[src/hdl/mcr_defines.svh]
// Purpose: offsets, field positions, reset values and timing counts of the
//          monitor configuration register bank
// Assumes: 100 MHz ref_clk
// Notes:   included by the pacer and register modules of the bank, not by its type package
`ifndef MCR_DEFINES_SVH
`define MCR_DEFINES_SVH

// register offsets on the serial register port
`define MCR_OFS_FAN_PIN     8'h05
`define MCR_OFS_OS_RES      8'h06
`define MCR_OFS_PACE        8'h07
`define MCR_OFS_CHAN_DIS    8'h08

// reset values
`define MCR_RST_FAN_PIN     8'h14
`define MCR_RST_OS_CTL      3'h0
`define MCR_RST_PACE        8'h40
`define MCR_RST_CHAN_DIS    8'h00
`define MCR_RST_PIN_LEVEL   1'b1

// fan and shared pin fields
`define MCR_FIRST_TACH_INPUT_LEVEL_BIT  0
`define MCR_SECOND_TACH_INPUT_LEVEL_BIT  1
`define MCR_FIRST_TACH_INPUT_FIELD_LO   2
`define MCR_SECOND_TACH_INPUT_FIELD_LO   4
`define MCR_OS_EN_BIT       6
`define MCR_RSTOUT_EN_BIT   7
`define MCR_FIELD_ACT_LOW   2'h1

// overtemp and resolution fields
`define MCR_OS_STATUS_BIT   0
`define MCR_OS_POL_BIT      1
`define MCR_OS_ONESHOT_BIT  2
`define MCR_TEMP_RES_BIT    3
`define MCR_TEMP_LOW_LO     4

// pacing and channel fields
`define MCR_CONT_BIT        0
`define MCR_TEMP_CHAN       7

// timing
`define MCR_CLK_MHZ         100
`define MCR_PACE_UNIT_US    1420
`define MCR_PACE_UNIT_CYC   (`MCR_PACE_UNIT_US * `MCR_CLK_MHZ)
`define MCR_PACE_OFFSET     11'd6
`define MCR_RST_PULSE_US    20
`define MCR_RST_PULSE_CYC   (`MCR_RST_PULSE_US * `MCR_CLK_MHZ)

`endif

[src/hdl/mcr_pkg.sv]
// Purpose: types shared by the monitor configuration register bank
// Assumes: nothing
// Notes:   constants live in mcr_defines.svh
package mcr_pkg;

    typedef enum logic [1:0] {
        MCR_PIN_OFF,
        MCR_PIN_OVERTEMP,
        MCR_PIN_RESET
    } mcr_pin_mode_t;

    typedef enum logic [1:0] {
        MCR_PACE_KICK,
        MCR_PACE_BUSY,
        MCR_PACE_DELAY
    } mcr_pace_state_t;

endpackage

[src/hdl/mcr_pacer.sv]
// Purpose: paces monitoring cycles, either back to back or with a programmed gap
// Assumes: cycle_done is a one-cycle pulse from the conversion sequencer
// Notes:   the gap count is captured when the gap starts, later writes wait
`include "mcr_defines.svh"

module mcr_pacer import mcr_pkg::*; #(
    parameter int UNIT_CYC = `MCR_PACE_UNIT_CYC
) (
    input  wire logic       ref_clk,      // system clock
    input  wire logic       rst,          // async reset, active high
    input  wire logic       continuous,   // back-to-back monitoring selected
    input  wire logic [7:0] rate_count,   // gap count N
    input  wire logic       cycle_done,   // sequencer finished a cycle
    output logic            cycle_start   // one-cycle pulse: begin a cycle
);

    mcr_pace_state_t state_r;
    logic [31:0]     unit_cnt_r;
    logic [10:0]     units_left_r;
    logic [10:0]     units_total_r;
    logic            start_r;
    logic [31:0]     dly_cnt_r;

    assign cycle_start = start_r;

    // gap of (8N+6) units counted as units of UNIT_CYC, avoiding a wide multiply
    always_ff @(posedge ref_clk or posedge rst) begin
        if (rst) begin
            state_r       <= MCR_PACE_KICK;
            unit_cnt_r    <= 32'h0;
            units_left_r  <= 11'h0;
            units_total_r <= 11'h0;
            start_r       <= 1'b0;
        end else begin
            start_r <= 1'b0;
            case (state_r)
                MCR_PACE_KICK: begin
                    start_r <= 1'b1;
                    state_r <= MCR_PACE_BUSY;
                end
                MCR_PACE_BUSY: begin
                    if (cycle_done) begin
                        if (continuous) begin
                            state_r <= MCR_PACE_KICK;
                        end else begin
                            state_r       <= MCR_PACE_DELAY;
                            unit_cnt_r    <= 32'h0;
                            units_left_r  <= {rate_count, 3'h0} + `MCR_PACE_OFFSET;
                            units_total_r <= {rate_count, 3'h0} + `MCR_PACE_OFFSET;
                        end
                    end
                end
                MCR_PACE_DELAY: begin
                    if (continuous) begin
                        state_r <= MCR_PACE_KICK;
                    end else if (unit_cnt_r == 32'(UNIT_CYC - 1)) begin
                        unit_cnt_r <= 32'h0;
                        if (units_left_r == 11'h1) begin
                            state_r <= MCR_PACE_KICK;
                        end else begin
                            units_left_r <= units_left_r - 11'h1;
                        end
                    end else begin
                        unit_cnt_r <= unit_cnt_r + 32'h1;
                    end
                end
                default: begin
                    state_r <= MCR_PACE_KICK;
                end
            endcase
        end
    end

    // helper: length of the current gap, for the checks only
    always_ff @(posedge ref_clk or posedge rst) begin
        if (rst) begin
            dly_cnt_r <= 32'h0;
        end else begin
            dly_cnt_r <= (state_r == MCR_PACE_DELAY) ? dly_cnt_r + 32'h1 : 32'h0;
        end
    end
endmodule

[src/hdl/mcr_config_regs.sv]
// Purpose: fan, shared pin, overtemp, pacing and channel disable configuration
// Assumes: the serial interface engine presents decoded byte accesses on reg_*
// Notes:   shared pin is open drain for reset pulses, push-pull in overtemp use
`include "mcr_defines.svh"

// Summary of operation
// - fan mode bits pick level or counting
// - counting mode field picks divide 1/2/4/8
// - level mode field picks input polarity
// - pin bits 6/7 = 1/0 give overtemp output
// - pin bits 7/6 = 1/0 give reset output
// - both pin bits set disable the pin
// - status bit mirrors pin in overtemp mode
// - polarity bit sets overtemp active level
// - mode bit picks one-shot or comparator
// - resolution bit picks twelve or nine bits
// - high nibble shows low temperature result bits
// - gap of 1.42 ms times (8N+6)
// - continuous bit removes the gap
// - disabled voltage channel skipped, muted, reads zero
// - disabled temperature skipped, muted, reads zero
// - continuous mode ignores the gap count
// - reset request pulses pin low, then clears
module mcr_config_regs import mcr_pkg::*; #(
    parameter int PACE_UNIT_CYC = `MCR_PACE_UNIT_CYC,
    parameter int RST_PULSE_CYC = `MCR_RST_PULSE_CYC
) (
    input  wire logic        ref_clk,              // system clock, 100 MHz
    input  wire logic        rst,                  // async reset, active high
    input  wire logic [7:0]  reg_addr,             // register offset
    input  wire logic [7:0]  reg_wdata,            // write byte
    input  wire logic        reg_wr,               // write strobe
    input  wire logic        reg_rd,               // read strobe
    output logic      [7:0]  reg_rdata,            // read byte, one cycle after reg_rd
    output logic      [1:0]  fan_level_mode,       // per fan: level-sensitive input
    output logic      [1:0]  fan_active_low,       // per fan: level input active low
    output logic      [1:0]  first_tach_input_div_shift,       // first fan divisor as power of two
    output logic      [1:0]  second_tach_input_div_shift,       // second fan divisor as power of two
    input  wire logic        shared_pin_i,         // level seen on the shared pin
    output logic             shared_pin_o,         // level driven on the shared pin
    output logic             shared_pin_oe,        // shared pin driven
    input  wire logic        temp_over_limit,      // temperature beyond its limit
    input  wire logic        os_service,           // overtemp event serviced
    input  wire logic        reset_request,        // reset request bit of main config
    output logic             reset_request_done,   // pulse: clear the reset request
    input  wire logic [3:0]  temp_low_result,      // low result bits, [3] at bit 7
    input  wire logic        cycle_done,           // monitoring cycle finished
    input  wire logic [7:0]  conv_rate_count,      // gap count N
    output logic             cycle_start,          // pulse: begin monitoring cycle
    output logic      [7:0]  chan_skip,            // per channel: skip conversion
    input  wire logic [7:0]  raw_limit_evt,        // limit events, [7] temperature
    output logic      [7:0]  limit_evt,            // limit events after muting
    input  wire logic [2:0]  reading_chan,         // channel of the reading asked for
    input  wire logic [11:0] reading_in,           // stored reading of that channel
    output logic      [11:0] reading_out           // reading as the host sees it
);

    logic [7:0]    fan_cfg_r;
    logic [3:1]    os_ctl_r;
    logic [7:0]    pace_cfg_r;
    logic [7:0]    chan_dis_r;
    logic [7:0]    rdata_r;
    logic [1:0]    level_mode_r;
    logic [1:0]    act_low_r;
    logic [1:0]    div1_r;
    logic [1:0]    div2_r;
    logic [2:0]    pin_sync_r;
    logic          pin_level_r;
    logic          over_q_r;
    logic          os_hit_r;
    logic          os_assert;
    logic          pin_o_r;
    logic          pin_oe_r;
    logic          rst_busy_r;
    logic [31:0]   rst_cnt_r;
    logic          rst_done_r;
    logic [7:0]    limit_evt_r;
    logic [11:0]   reading_r;
    logic          temp_on;
    logic          os_status;
    logic [7:4]    temp_low_view;
    mcr_pin_mode_t pin_mode;
    logic [31:0]   hlp_rst_len;

    function automatic mcr_pin_mode_t pin_mode_of(input logic [7:0] cfg);
        mcr_pin_mode_t m;
        m = MCR_PIN_OFF;
        case ({cfg[`MCR_RSTOUT_EN_BIT], cfg[`MCR_OS_EN_BIT]})
            2'b01:   m = MCR_PIN_OVERTEMP;
            2'b10:   m = MCR_PIN_RESET;
            default: m = MCR_PIN_OFF;
        endcase
        return m;
    endfunction

    // divisor in counting mode, zero when the field means polarity instead
    function automatic logic [1:0] div_of(input logic level, input logic [1:0] field);
        return level ? 2'h0 : field;
    endfunction

    assign pin_mode = pin_mode_of(fan_cfg_r);
    assign temp_on  = ~chan_dis_r[`MCR_TEMP_CHAN];

    // ---------------- register writes ----------------
    always_ff @(posedge ref_clk or posedge rst) begin
        if (rst) begin
            fan_cfg_r <= `MCR_RST_FAN_PIN;
        end else if (reg_wr && reg_addr == `MCR_OFS_FAN_PIN) begin
            fan_cfg_r <= reg_wdata;
        end
    end

    // bit 0 is status and bits 7:4 show the result, so only 3:1 are stored
    always_ff @(posedge ref_clk or posedge rst) begin
        if (rst) begin
            os_ctl_r <= `MCR_RST_OS_CTL;
        end else if (reg_wr && reg_addr == `MCR_OFS_OS_RES) begin
            os_ctl_r <= reg_wdata[3:1];
        end
    end

    // reserved bits are stored as written; the host keeps them zero
    always_ff @(posedge ref_clk or posedge rst) begin
        if (rst) begin
            pace_cfg_r <= `MCR_RST_PACE;
        end else if (reg_wr && reg_addr == `MCR_OFS_PACE) begin
            pace_cfg_r <= reg_wdata;
        end
    end

    always_ff @(posedge ref_clk or posedge rst) begin
        if (rst) begin
            chan_dis_r <= `MCR_RST_CHAN_DIS;
        end else if (reg_wr && reg_addr == `MCR_OFS_CHAN_DIS) begin
            chan_dis_r <= reg_wdata;
        end
    end

    // ---------------- read path ----------------
    always_comb begin
        temp_low_view = 4'h0;
        if (temp_on) begin
            if (os_ctl_r[`MCR_TEMP_RES_BIT]) begin
                temp_low_view = temp_low_result;
            end else begin
                // only the result lsb is meaningful here; the rest read zero
                temp_low_view = {temp_low_result[3], 3'h0};
            end
        end
    end

    assign os_status = (pin_mode == MCR_PIN_OVERTEMP) ? pin_level_r : 1'b1;

    always_ff @(posedge ref_clk or posedge rst) begin
        if (rst) begin
            rdata_r <= 8'h00;
        end else if (reg_rd) begin
            case (reg_addr)
                `MCR_OFS_FAN_PIN:  rdata_r <= fan_cfg_r;
                `MCR_OFS_OS_RES:   rdata_r <= {temp_low_view, os_ctl_r, os_status};
                `MCR_OFS_PACE:     rdata_r <= pace_cfg_r;
                `MCR_OFS_CHAN_DIS: rdata_r <= chan_dis_r;
                default:           rdata_r <= 8'h00;
            endcase
        end
    end

    // ---------------- fan configuration ----------------
    always_ff @(posedge ref_clk or posedge rst) begin
        if (rst) begin
            level_mode_r <= 2'h0;
            act_low_r    <= 2'h0;
            div1_r       <= 2'h0;
            div2_r       <= 2'h0;
        end else begin
            level_mode_r <= {fan_cfg_r[`MCR_SECOND_TACH_INPUT_LEVEL_BIT],
                             fan_cfg_r[`MCR_FIRST_TACH_INPUT_LEVEL_BIT]};
            act_low_r[0] <= fan_cfg_r[`MCR_FIRST_TACH_INPUT_LEVEL_BIT] &&
                            fan_cfg_r[`MCR_FIRST_TACH_INPUT_FIELD_LO +: 2] == `MCR_FIELD_ACT_LOW;
            act_low_r[1] <= fan_cfg_r[`MCR_SECOND_TACH_INPUT_LEVEL_BIT] &&
                            fan_cfg_r[`MCR_SECOND_TACH_INPUT_FIELD_LO +: 2] == `MCR_FIELD_ACT_LOW;
            div1_r <= div_of(fan_cfg_r[`MCR_FIRST_TACH_INPUT_LEVEL_BIT],
                             fan_cfg_r[`MCR_FIRST_TACH_INPUT_FIELD_LO +: 2]);
            div2_r <= div_of(fan_cfg_r[`MCR_SECOND_TACH_INPUT_LEVEL_BIT],
                             fan_cfg_r[`MCR_SECOND_TACH_INPUT_FIELD_LO +: 2]);
        end
    end

    // ---------------- shared pin sense ----------------
    // a change is accepted only once the second and third stages agree
    always_ff @(posedge ref_clk or posedge rst) begin
        if (rst) begin
            pin_sync_r  <= {3{`MCR_RST_PIN_LEVEL}};
            pin_level_r <= `MCR_RST_PIN_LEVEL;
        end else begin
            pin_sync_r <= {pin_sync_r[1:0], shared_pin_i};
            if (pin_sync_r[1] == pin_sync_r[2]) begin
                pin_level_r <= pin_sync_r[2];
            end
        end
    end

    // ---------------- overtemp event ----------------
    // one-shot: a new crossing beats a service in the same cycle
    always_ff @(posedge ref_clk or posedge rst) begin
        if (rst) begin
            over_q_r <= 1'b0;
            os_hit_r <= 1'b0;
        end else begin
            over_q_r <= temp_over_limit;
            if (!os_ctl_r[`MCR_OS_ONESHOT_BIT] || !temp_on) begin
                os_hit_r <= 1'b0;
            end else if (temp_over_limit && !over_q_r) begin
                os_hit_r <= 1'b1;
            end else if (os_service) begin
                os_hit_r <= 1'b0;
            end
        end
    end

    assign os_assert = os_ctl_r[`MCR_OS_ONESHOT_BIT] ? os_hit_r
                                                      : temp_over_limit && temp_on;

    // ---------------- reset pulse ----------------
    // the request is only acted on in reset mode; elsewhere it waits
    always_ff @(posedge ref_clk or posedge rst) begin
        if (rst) begin
            rst_busy_r <= 1'b0;
            rst_cnt_r  <= 32'h0;
            rst_done_r <= 1'b0;
        end else begin
            rst_done_r <= 1'b0;
            if (rst_busy_r) begin
                if (rst_cnt_r == 32'(RST_PULSE_CYC - 1)) begin
                    rst_busy_r <= 1'b0;
                    rst_done_r <= 1'b1;
                end else begin
                    rst_cnt_r <= rst_cnt_r + 32'h1;
                end
            end else if (reset_request && !rst_done_r && pin_mode == MCR_PIN_RESET) begin
                rst_busy_r <= 1'b1;
                rst_cnt_r  <= 32'h0;
            end
        end
    end

    // ---------------- shared pin drive ----------------
    always_ff @(posedge ref_clk or posedge rst) begin
        if (rst) begin
            pin_o_r  <= 1'b0;
            pin_oe_r <= 1'b0;
        end else begin
            case (pin_mode)
                MCR_PIN_OVERTEMP: begin
                    pin_oe_r <= 1'b1;
                    pin_o_r  <= os_assert ? os_ctl_r[`MCR_OS_POL_BIT]
                                          : ~os_ctl_r[`MCR_OS_POL_BIT];
                end
                MCR_PIN_RESET: begin
                    pin_oe_r <= rst_busy_r;
                    pin_o_r  <= 1'b0;
                end
                default: begin
                    pin_oe_r <= 1'b0;
                    pin_o_r  <= 1'b0;
                end
            endcase
        end
    end

    // ---------------- channel disable ----------------
    always_ff @(posedge ref_clk or posedge rst) begin
        if (rst) begin
            limit_evt_r <= 8'h00;
            reading_r   <= 12'h000;
        end else begin
            limit_evt_r <= raw_limit_evt & ~chan_dis_r;
            reading_r   <= chan_dis_r[reading_chan] ? 12'h000 : reading_in;
        end
    end

    mcr_pacer #(
        .UNIT_CYC (PACE_UNIT_CYC)
    ) u_pacer (
        .ref_clk     (ref_clk),
        .rst         (rst),
        .continuous  (pace_cfg_r[`MCR_CONT_BIT]),
        .rate_count  (conv_rate_count),
        .cycle_done  (cycle_done),
        .cycle_start (cycle_start)
    );

    assign reg_rdata          = rdata_r;
    assign fan_level_mode     = level_mode_r;
    assign fan_active_low     = act_low_r;
    assign first_tach_input_div_shift     = div1_r;
    assign second_tach_input_div_shift     = div2_r;
    assign shared_pin_o       = pin_o_r;
    assign shared_pin_oe      = pin_oe_r;
    assign reset_request_done = rst_done_r;
    assign chan_skip          = chan_dis_r;
    assign limit_evt          = limit_evt_r;
    assign reading_out        = reading_r;

    // helper: length of the reset pulse, for the checks only
    always_ff @(posedge ref_clk or posedge rst) begin
        if (rst) begin
            hlp_rst_len <= 32'h0;
        end else begin
            hlp_rst_len <= rst_busy_r ? hlp_rst_len + 32'h1 : 32'h0;
        end
    end
endmodule

[config.mk]
export PLATFORM = sky130hd
export DESIGN_NAME = mcr_config_regs
export DESIGN_NICKNAME = d
export VERILOG_FILES = /design/src/hdl/mcr_pkg.sv /design/src/hdl/mcr_pacer.sv /design/src/hdl/mcr_config_regs.sv
export VERILOG_INCLUDE_DIRS = /design/src /design/src/hdl
export SDC_FILE = /design/constraint.sdc
export NUM_CORES = 1
export LEC_CHECK = 0
export BUFFER_PORTS_ARGS = -buffer_cell sky130_fd_sc_hd__buf_2
export CAP_MARGIN = 20
export CORE_ASPECT_RATIO = 1.25
export CORE_MARGIN = 2
export CORE_UTILIZATION = 57
export DETAILED_ROUTE_END_ITERATION = 10
export PLACE_DENSITY = 0.86
export SETUP_SLACK_MARGIN = 0.15
export SYNTH_ARGS = -nofsm -noshare
export SYNTH_HDL_FRONTEND = slang
export SYNTH_SLANG_ARGS = --single-unit
export TNS_END_PERCENT = 30
[constraint.sdc]
create_clock -name ref_clk -period 6.7 [get_ports ref_clk]
set_clock_uncertainty 0.2 [all_clocks]
set_input_delay 1.34 -clock ref_clk [delete_from_list [all_inputs] [get_ports ref_clk]]
set_output_delay 1.34 -clock ref_clk [all_outputs]
set_load 0.005 [all_outputs]
==> summary.md, run 1 <==
| Metric | Value |
|---|---|
| Status | finished, final reports clean |
| Initial Util | 58.6% |
| Non-Filler Instances | 950 |
| CTS Hold Bufs | 0 |
| Crit path kind | in2reg |
| Gr ovfl total | 0 |
| Ys async rst share | 100% |
| Sink Count | 151 |
| Drt first-iter violations | 514 |
| Placed instance area | 7840 sq um |
| Die span in x | 104 um |
| Total Nets Final | 839 |
| Worst Tran Pin Value | 0.900 ns |
| DRC | 0 |
| CTS tree | yes |
| Critical path arrival | 3.36 ns |
| Pins Over Slew Limit | 0 |
| Vias in the first global route | 5729 |
| Clock transition at path regs | 0.06 ns |
| Final period utilization | 47.7% |
| Mapped cell area | 7160 sq um |
| Worst Hold Margin | 0.156 ns |
| Fin. Hold Viols | 0 |
| Routed wire per std cell | 17.9 um |
| Clock root cell | clkbuf_16 |
| H-tree levels | 4 |
| Final setup fails | 0 |
| Flops & latches, synth | 151 |
| First-pass GRT wire length | 27800 um |
| Post-DRT Antenna Nets | 0 |
| Final Cell Area | 8440 sq um |
| Filler cell count | 870 |
| Placed Cells | 918 |
| R2r setup slk | 3.90 ns |
| Min cycle time layout | 3.20 ns |
| Clock Latency Late Sink | 0.44 ns |
| Core area | 12200 sq um |
| Count of cell types in the netlist | 65 |
| First-pass detailed-route iteration total | 6 |
| Worst min path class | reg2reg |
| EDFF count, synth | 0 |
| Cell Pwr Density | 271 nW/um^2 |
| Pwr Total | 2290 uW |
| Hold Path Origin | pin_sync_r[0]$_DFF_PP1_ |
| Largest net degree at the start of global routing | 103 |
| IO buf count | 107 |
| # Max-Cap Violations | 0 |
| Syn avg cell area | 10.7 sq um |
| Layout cells sized above 1 | 25.1% |
| RR Startpoint | pace_cfg_r[0]$_DFFE_PP0P_ |
| Leakage | 0.00391 uW |
| Crit path capture type | flop |
| Worst ir drop on vdd | 0.185 mV |
| Area growth from synthesis to layout | 17.9% |
| Hpwl dp | 11600 um |
| Crit path launch type | input pin |
| Maximum fanout along the worst path | 12 |
| Diodes inserted | 0 |
| Die area | 13500 sq um |
| Max transition margin | 40.0% |
| Via count | 5735 |
| GRT Total Usage | 26.0% |
| FMAX | 0.313 GHz |
| Initial antenna violation count | 0 |
| Syn nets | 733 |
| Hold Path Stages | 0 |
| Longest Clk Path Bufs | 2 |
| Worst flop-to-flop path endpoint | u_pacer.unit_cnt_r[31]$_DFFE_PP0P_ |
| RSZ-0062 raised after global routing | false |
| CTS Buf Count | 17 |
| Syn. warnings | 0 |
| Vias/cell | 6.04 |
| Commonest non-fill, non-tap cells in the layout | 144 x dfrtp_1, 107 x buf_2, 72 x nor2_1 |
| Reg2reg path depth | 5 |
| Fraction of the yosys area taken by sequential cells | 52.9% |
| Commonest non-fill, non-tap cell in the layout | dfrtp_1 |
| Row count | 45 |
| Hold Crit Endpoint | pin_sync_r[1]$_DFF_PP1_ |
| Final Wtd Congestion | 0.919 |
| Post-synth top flop | dfrtp_1 |
| CP Data Required Time | 6.86 ns |
| Die H | 129 um |
| # IOs | 108 |
| Cells after Synth | 667 |
| Routed wire length | 17000 um |
| Post-CTS Setup Inserts | 0 |
| # resized after CTS | 0 |
| Setup TNS | 0 ns |
[how the worst max path moves through the flow]
stage                     cells after the start        from                                 end  slack (ns)
after floorplan                               1         rst            chan_skip[0]$_DFFE_PP0P_        1.11
after global placement                        6  cycle_done  u_pacer.unit_cnt_r[31]$_DFFE_PP0P_        3.14
after detailed placement                      6  cycle_done  u_pacer.unit_cnt_r[31]$_DFFE_PP0P_        3.08
after CTS                                     6  cycle_done  u_pacer.unit_cnt_r[31]$_DFFE_PP0P_        3.53
after global routing                          6  cycle_done  u_pacer.unit_cnt_r[31]$_DFFE_PP0P_        3.33
final                                         6  cycle_done  u_pacer.unit_cnt_r[31]$_DFFE_PP0P_        3.50
[registers in the layout, indices dropped and copies added (netlist names), 2 cells and up]
register and flops:
fan_active_low 2, second_tach_input_div_shift 2, u_pacer.unit_cnt_r 32, u_pacer.state_r 2, chan_skip 8, os_ctl_r 3, pin_sync_r 3, reg_rdata 8
pace_cfg_r 8, limit_evt 8, reading_out 12, fan_cfg_r 8, first_tach_input_div_shift 2, u_pacer.units_left_r 11, fan_level_mode 2, rst_cnt_r 32
[worst max-delay path: stages]
cell	delay, ns
buf_2	0.10
nand4bb_1	0.37
a2111oi_4	0.88
nand2_2	0.13
or3_1	0.38
a21oi_1	0.14
[area by class of cell]
type	count	area [sq um]	share of cell area (%)
multi-input combinational	476	3220	38.1
clock inverter	15	178	2.10
clock buffer	17	425	5.04
inverter	16	65.1	0.770
sequential	151	3790	44.9
timing repair buffer	111	566	6.70
tap	164	205	2.43
[Yosys cell counts, drive strengths merged, types with 4 or more instances]
cell type,number,area [sq um]
mux2,27,304
nor4,12,75.1
dfrtp,144,3600
dfstp,7,184
and2,19,119
nand3,33,165
or3,8,50.1
xnor2,6,52.6
and4,10,87.6
inv,16,60.1
nor2,73,277
o22ai,6,37.5
a41oi,4,35.0
a222oi,4,40.0
o21ai,18,90.1
a22oi,5,37.5
nor4b,8,70.1
clkbuf,11,41.3
and3,21,131
nor4bb,4,40.0
buf,13,63.8
o31ai,6,58.8
nor3,9,55.1
mux2i,5,50.1
nor3b,4,35.0
a21oi,13,65.1
nand2,39,154
nor2b,20,125
xor2,41,359
nand4,30,188
o211ai,8,60.1
ha,6,75.1
[layer usage]
metal,wire (um),GRT usage [%],up-vias
li1,-,-,2632
met1,6920,33.0,2828
met2,8680,44.0,241
met3,961,4.93,34
met4,474,11.7,0
met5,0,0,-
[metrics by stage]
stage / setup slack (ns) / util (%)
finish: 3.50 / 69.1
global route: 3.33 / 69.1
CTS: 3.53 / 69.1
detailed placement: 3.08 / 64.2
global placement: 3.14 / 64.2
floorplan: 1.11 / -
[cells by family (layout without fill, tap and decap cells)]
family,count (synthesis),after routing,share of synthesized area (%)
AO/OA/AOI/OAI,86,86,8.81
AND/OR/NAND/NOR,302,302,23.5
buffers and inverters,40,159,2.31
XOR/XNOR,47,47,5.75
multiplexers,34,34,5.57
flip-flops,151,151,52.9
adder cells (fa/ha/maj),7,7,1.19
[where the power goes]
group	leakage (uW)	internal, uW	switching, uW
logic	0.00162	108	176
clock network	0.000300	565	415
registers	0.00199	971	53.2
total	0.00391	1640	644
Note: power is estimated with default switching activity, not from simulation.
==> run 2, diff against run 1 <==
Settings changed: CORE_UTILIZATION 57 to 52, PLACE_DENSITY 0.86 to 0.83.
Clock period 6.7 ns to 2.92 ns, I/O delays scaled along.
==> run 2 against run 1 <==
Die area increased by 9.3%. Wire length increased by 7.2%. Combinational power increased by 140%. Sequential power increased by 130%. Global-route usage about the same. Largest power group unchanged. Clock power increased by 120%. Cell area increased by 0.81%. Largest cell class unchanged. Setup slack got worse by 3.0 ns. Power increased by 130%.
==> summary.md, run 2 (same netlist as run 1, synthesis figures left out) <==
| Metric | Value |
|---|---|
| Status | finished, final reports clean |
| Pins Over Slew Limit | 0 (unchanged) |
| Post-CTS Setup Inserts | 0 (unchanged) |
| Via count | 5883 (+2.6%) |
| Worst ir drop on vdd | 0.416 mV (+120%) |
| Critical path arrival | 2.54 ns (-0.82 ns) |
| DRC | 0 (unchanged) |
| Crit path kind | reg2reg |
| Filler cell count | 959 (+10%) |
| Clock Latency Late Sink | 0.43 ns (about the same) |
| RR Startpoint | u_pacer.unit_cnt_r[27]$_DFFE_PP0P_ |
| Routed wire length | 18300 um (+7.2%) |
| Cells along the critical path | nor4_1 > nand4_1 > nor3_2 > a311oi_1 > a211o_1 |
| Die H | 135 um (+4.6%) |
| Worst min path class | in2reg |
| CTS Buf Count | 17 (unchanged) |
| Max transition margin | 49.8% (+9.7 points) |
| Longest Clk Path Bufs | 2 (unchanged) |
| Die area | 14700 sq um (+9.3%) |
| Reg2reg path depth | 5 (unchanged) |
| RSZ-0062 raised after global routing | false |
| Hpwl dp | 12600 um (+8.6%) |
| IO buf count | 107 (unchanged) |
| Worst Tran Pin Value | 0.733 ns (-0.167 ns) |
| CTS Hold Bufs | 0 (unchanged) |
| GRT Total Usage | 26.0% (about the same) |
| CP Data Required Time | 3.03 ns (-3.83 ns) |
| Final Wtd Congestion | 0.984 (+7.2%) |
| Cell Pwr Density | 608 nW/um^2 (+120%) |
| Hold Crit Endpoint | pin_sync_r[0]$_DFF_PP1_ |
| Worst flop-to-flop path endpoint | u_pacer.units_left_r[4]$_DFFE_PP0P_ |
| Crit path capture type | flop |
| Sink Count | 151 (unchanged) |
| Hold Path Stages | 1 (+1) |
| Layout cells sized above 1 | 26.0% (+0.94 points) |
| Fin. Hold Viols | 0 (unchanged) |
| Commonest non-fill, non-tap cell in the layout | dfrtp_1 |
| Diodes inserted | 0 (unchanged) |
| Area growth from synthesis to layout | 18.9% |
| Core area | 13300 sq um (+9.3%) |
| Routed wire per std cell | 18.9 um (+5.3%) |
| Drt first-iter violations | 543 (+5.6%) |
| Post-DRT Antenna Nets | 0 (unchanged) |
| CP max stage cell | nor3_2 |
| Vias in the first global route | 6041 (+5.4%) |
| Final setup fails | 0 (unchanged) |
| H-tree levels | 4 (unchanged) |
| First-pass detailed-route iteration total | 6 (unchanged) |
| Final Cell Area | 8510 sq um (+0.81%) |
| Worst Hold Margin | 0.0541 ns (-0.102 ns) |
| Total Nets Final | 849 (+1.2%) |
| Row count | 47 (+4.4%) |
| Gr ovfl total | 0 (unchanged) |
| Maximum fanout along the worst path | 8 (-4) |
| R2r setup slk | 0.49 ns (-3.41 ns) |
| Setup TNS | 0 ns (unchanged) |
| Placed instance area | 7940 sq um (+1.2%) |
| Final period utilization | 83.3% |
| Slowest Stage Delay on Critical Path | 0.53 ns (-0.35 ns) |
| CTS tree | yes |
| Clock root cell | clkbuf_16 |
| Initial antenna violation count | 0 (unchanged) |
| FMAX | 0.411 GHz |
| Hold Path Origin | shared_pin_i |
| First-pass GRT wire length | 29800 um (+7.1%) |
| Vias/cell | 6.08 (+0.78%) |
| Initial Util | 53.6% (-5.0 points) |
| Fin util | 63.8% (-5.3 points) |
| # Max-Cap Violations | 0 (unchanged) |
| Commonest non-fill, non-tap cells in the layout | 144 x dfrtp_1, 107 x buf_2, 72 x nor2_1 |
| # IOs | 108 (unchanged) |
| Crit path launch type | flop |
| Leakage | 0.00395 uW (+0.97%) |
| # resized after CTS | 0 (unchanged) |
| Clock transition at path regs | 0.06 ns (about the same) |
| Min cycle time layout | 2.43 ns |
| Largest net degree at the start of global routing | 96 (-6.8%) |
| Die span in x | 109 um (+4.5%) |
-- run 2: stage by stage --
step | setup slack (ns) | total power [uW] | instances
after global routing | 0.366 | 5370 | 967
after CTS | 0.516 | 5190 | 967
after global placement | 0.461 | 3020 | 935
after floorplan | 0.239 | 2810 | 667
final | 0.489 | 5180 | 967
after detailed placement | 0.389 | 3060 | 935
-- run 2: final cells by class --
class	instances	area, sq um	area share [%]
tap	171	214	2.51
multi-input combinational	476	3220	37.8
timing repair buffer	121	653	7.67
clock buffer	17	425	5.00
inverter	16	63.8	0.750
sequential	151	3790	44.5
clock inverter	15	151	1.78
-- run 2: worst max path at each step --
stage / from / end / slack, ns / cells past startpoint
2_1_floorplan: rst / chan_skip[0]$_DFFE_PP0P_ / 0.24 / 1
3_3_place_gp: reg_addr[5] / fan_cfg_r[0]$_DFFE_PP0P_ / 0.46 / 5
3_5_place_dp: reg_addr[5] / fan_cfg_r[0]$_DFFE_PP0P_ / 0.39 / 5
4_1_cts: u_pacer.unit_cnt_r[27]$_DFFE_PP0P_ / u_pacer.units_left_r[4]$_DFFE_PP0P_ / 0.52 / 5
5_1_grt: u_pacer.unit_cnt_r[4]$_DFFE_PP0P_ / u_pacer.units_left_r[4]$_DFFE_PP0P_ / 0.37 / 5
6_report: u_pacer.unit_cnt_r[27]$_DFFE_PP0P_ / u_pacer.units_left_r[4]$_DFFE_PP0P_ / 0.49 / 5
-- run 2: power breakdown --
| group | switching, uW | leakage, uW | internal, uW |
|---|---|---|---|
| sequential | 130 | 0.00199 | 2230 |
| combinational | 411 | 0.00167 | 261 |
| clock | 1000 | 0.000287 | 1140 |
-- run 2: metal layers --
metal | vias up | wire length, um | track usage (%)
met3 | 56 | 974 | 5.39
li1 | 2670 | - | -
met2 | 244 | 9590 | 43.7
met5 | - | 0 | 0
met4 | 0 | 630 | 12.7
met1 | 2913 | 7060 | 31.6
-- run 2: worst max-delay path: cells and delay by family (launching register included) --
kind            cells  cell delay [ns]
flops               1             0.42
simple gates        3             1.19
compound gates      2             0.50
==> run 3, diff against run 2 <==
Clock period 2.92 ns to 2.2 ns, I/O delays scaled along.
==> run 3 against run 2 <==
Largest power group unchanged. Sequential share of layout area shrank 4.7 points. Clock power grew 36%. First-iteration DRC count grew 50%. The flow now finishes with violations (negative setup slack). Wire length grew 19%. Global-route usage grew 2.6 points. Cell area grew 12%. Count of clock-buffer cells in the layout is the same. Combinational power grew 130%.
==> summary.md, run 3 (same netlist as run 1, synthesis figures left out) <==
| Metric | Value |
|---|---|
| # Max-Cap Violations | 0 (unchanged) |
| Die H | 135 um (unchanged) |
| Clock Latency Late Sink | 0.43 ns (about the same) |
| DRC | 0 (unchanged) |
| IO buf count | 107 (unchanged) |
| Violated checks | negative setup slack |
| Multi-input logic area | 3550 sq um (+10%) |
| Pins Over Slew Limit | 0 (unchanged) |
| Sink Count | 151 (unchanged) |
| Status | finished with violations |
| Clock root cell | clkbuf_16 |
| Core area | 13300 sq um (unchanged) |
| Hold Path Stages | 2 (+1) |
| Reg2reg path depth | 9 (+4) |
| Final Cell Area | 9520 sq um (+12%) |
| Via count | 6592 (+12%) |
| Area growth from synthesis to layout | 33.0% |
| Fin util | 71.3% (+7.5 points) |
| Vias/cell | 6.36 (+4.6%) |
| Largest net degree at the start of global routing | 66 (-31%) |
| Commonest non-fill, non-tap cells in the layout | 140 x dfrtp_1, 108 x buf_2, 67 x buf_4 |
| Drt first-iter violations | 813 (+50%) |
| Die span in x | 109 um (unchanged) |
| Leakage | 0.00441 uW (+12%) |
| Min cycle time layout | 2.28 ns (-0.150 ns) |
| Commonest non-fill, non-tap cell in the layout | dfrtp_1 |
| Post-DRT Antenna Nets | 0 (unchanged) |
| RSZ-0062 raised after global routing | true |
| Crit path launch type | flop |
| Clock transition at path regs | 0.07 ns (about the same) |
| Layout cells sized above 1 | 37.7% (+12 points) |
| CTS tree | yes |
| Crit path kind | reg2reg |
| Max transition margin | 63.2% (+13 points) |
| Die area | 14700 sq um (unchanged) |
| Initial Util | 53.6% (unchanged) |
| CTS Buf Count | 17 (unchanged) |
| Diodes inserted | 0 (unchanged) |
| Final Wtd Congestion | 0.953 (-3.2%) |
| Vias in the first global route | 6551 (+8.4%) |
| Placed instance area | 8350 sq um (+5.2%) |
| Seq. cell area | 3790 sq um (+0.13%) |
| Fin. Hold Viols | 0 (unchanged) |
| Filler cell count | 784 (-18%) |
| Crit path capture type | flop |
| CP Data Required Time | 2.31 ns (-0.72 ns) |
| GRT Total Usage | 28.5% (+2.6 points) |
| Initial antenna violation count | 0 (unchanged) |
| H-tree levels | 4 (unchanged) |
| Final period utilization | 104% (+20 points) |
| Maximum fanout along the worst path | 8 (unchanged) |
| Row count | 47 (unchanged) |
| Gr ovfl total | 0 (unchanged) |
| Pwr Total | 7610 uW (+47%) |
| Routed wire per std cell | 21.0 um (+11%) |
| Routed wire length | 21800 um (+19%) |
| Worst min path class | in2reg |
| First-pass GRT wire length | 32500 um (+8.9%) |
| Final setup margin | -0.0814 ns (-0.570 ns) |
| First-pass detailed-route iteration total | 7 (+1) |
| Hpwl dp | 13100 um (+4.0%) |
| Critical path arrival | 2.39 ns (-0.15 ns) |
| Cell Pwr Density | 800 nW/um^2 (+32%) |
| Longest Clk Path Bufs | 2 (unchanged) |
| Setup TNS | -1.45 ns (-1.45 ns) |
| Worst ir drop on vdd | 0.546 mV (+31%) |
| # IOs | 108 (unchanged) |
| Final setup fails | 34 (+34) |
| Worst Tran Pin Value | 0.544 ns (-0.189 ns) |
| FMAX | 0.438 GHz (+6.6%) |
| Total Nets Final | 918 (+8.1%) |
==> run 3: changes by cell type in the layout (fill, tap and decap cells not counted), moves of 4 or more <==
| cell | delta |
|---|---|
| buf_4 | +54 |
| nor2_1 | -13 |
| nor2_2 | +8 |
| inv_6 | -6 |
| buf_6 | +5 |
| nor2_4 | +5 |
| nor4_1 | -5 |
| nor4b_1 | -5 |
| buf_12 | +4 |
| clkinv_8 | +4 |
| dfrtp_1 | -4 |
| dfrtp_2 | +4 |
| nor4b_2 | +4 |
==> run 3: critical path, stage by stage (launching register included) <==
cell	delay, ns
dfrtp_1	0.39
buf_4	0.17
nor4_4	0.26
nand4_1	0.22
or2_4	0.31
a21oi_4	0.20
buf_6	0.14
buf_6	0.09
buf_12	0.13
nor2_1	0.06
==> run 3: where the power goes <==
group          internal (uW)  total, uW  switching (uW)
Sequential              2950       3130             173
Clock                   1540       2930            1390
Combinational            748       1550             807
Total                   5240       7610            2370
==> run 3: path summary, 6_finish.rpt <==
kind	slack, ns	startpoint	end
worst max register to register	-0.08	u_pacer.unit_cnt_r[6]$_DFFE_PP0P_	u_pacer.unit_cnt_r[23]$_DFFE_PP0P_
worst max-delay path	-0.08	u_pacer.unit_cnt_r[6]$_DFFE_PP0P_	u_pacer.unit_cnt_r[23]$_DFFE_PP0P_
worst min register to register	0.16	pin_sync_r[0]$_DFF_PP1_	pin_sync_r[1]$_DFF_PP1_
min in group asynchronous	0.47	rst	os_hit_r$_DFFE_PP0P_
max in group asynchronous	0.88	rst	u_pacer.unit_cnt_r[4]$_DFFE_PP0P_
worst min-delay path	0.009	reading_in[2]	reading_out[2]$_DFF_PP0_
==> run 3: per-stage QoR <==
| step | instances | hold WS (ns) | setup slack, ns |
|---|---|---|---|
| 2_1_floorplan | 667 | 0.145 | -0.337 |
| 3_3_place_gp | 987 | 0.148 | -0.0811 |
| 4_1_cts | 1031 | 0.00313 | 0.0141 |
| 6_report | 1036 | 0.00851 | -0.0814 |
| 5_1_grt | 1036 | 0.0116 | -0.108 |
| 3_5_place_dp | 987 | 0.152 | -0.108 |
==> run 3: area by class of cell <==
| class | count | share of cell area (%) |
|---|---|---|
| multi-input cells | 476 | 37.3 |
| repair buffers | 190 | 13.5 |
| clock buffers | 17 | 4.47 |
| flip-flops and latches | 151 | 39.8 |
| clock inverters | 15 | 1.92 |
| inverters | 16 | 0.670 |
| well taps | 171 | 2.25 |
==> run 3: per-layer routing <==
metal / up-vias / wire, um / GRT usage [%]
li1: 2785 / - / -
met1: 3240 / 7820 / 33.9
met2: 467 / 11200 / 48.6
met3: 100 / 1860 / 6.40
met4: 0 / 892 / 13.8
met5: - / 0 / 0
==> run 3: timing repair <==
| action | 4_1_cts | 5_1_grt |
|---|---|---|
| setup endpoints to repair | 51 | 61 |
| buffers inserted | 6 | 5 |
| hold endpoints to repair | 114 | 0 |
| gates cloned | 3 | 0 |
| hold buffers | 3 | 0 |
| pin swaps | 8 | 17 |
| gates resized for setup | 33 | 48 |
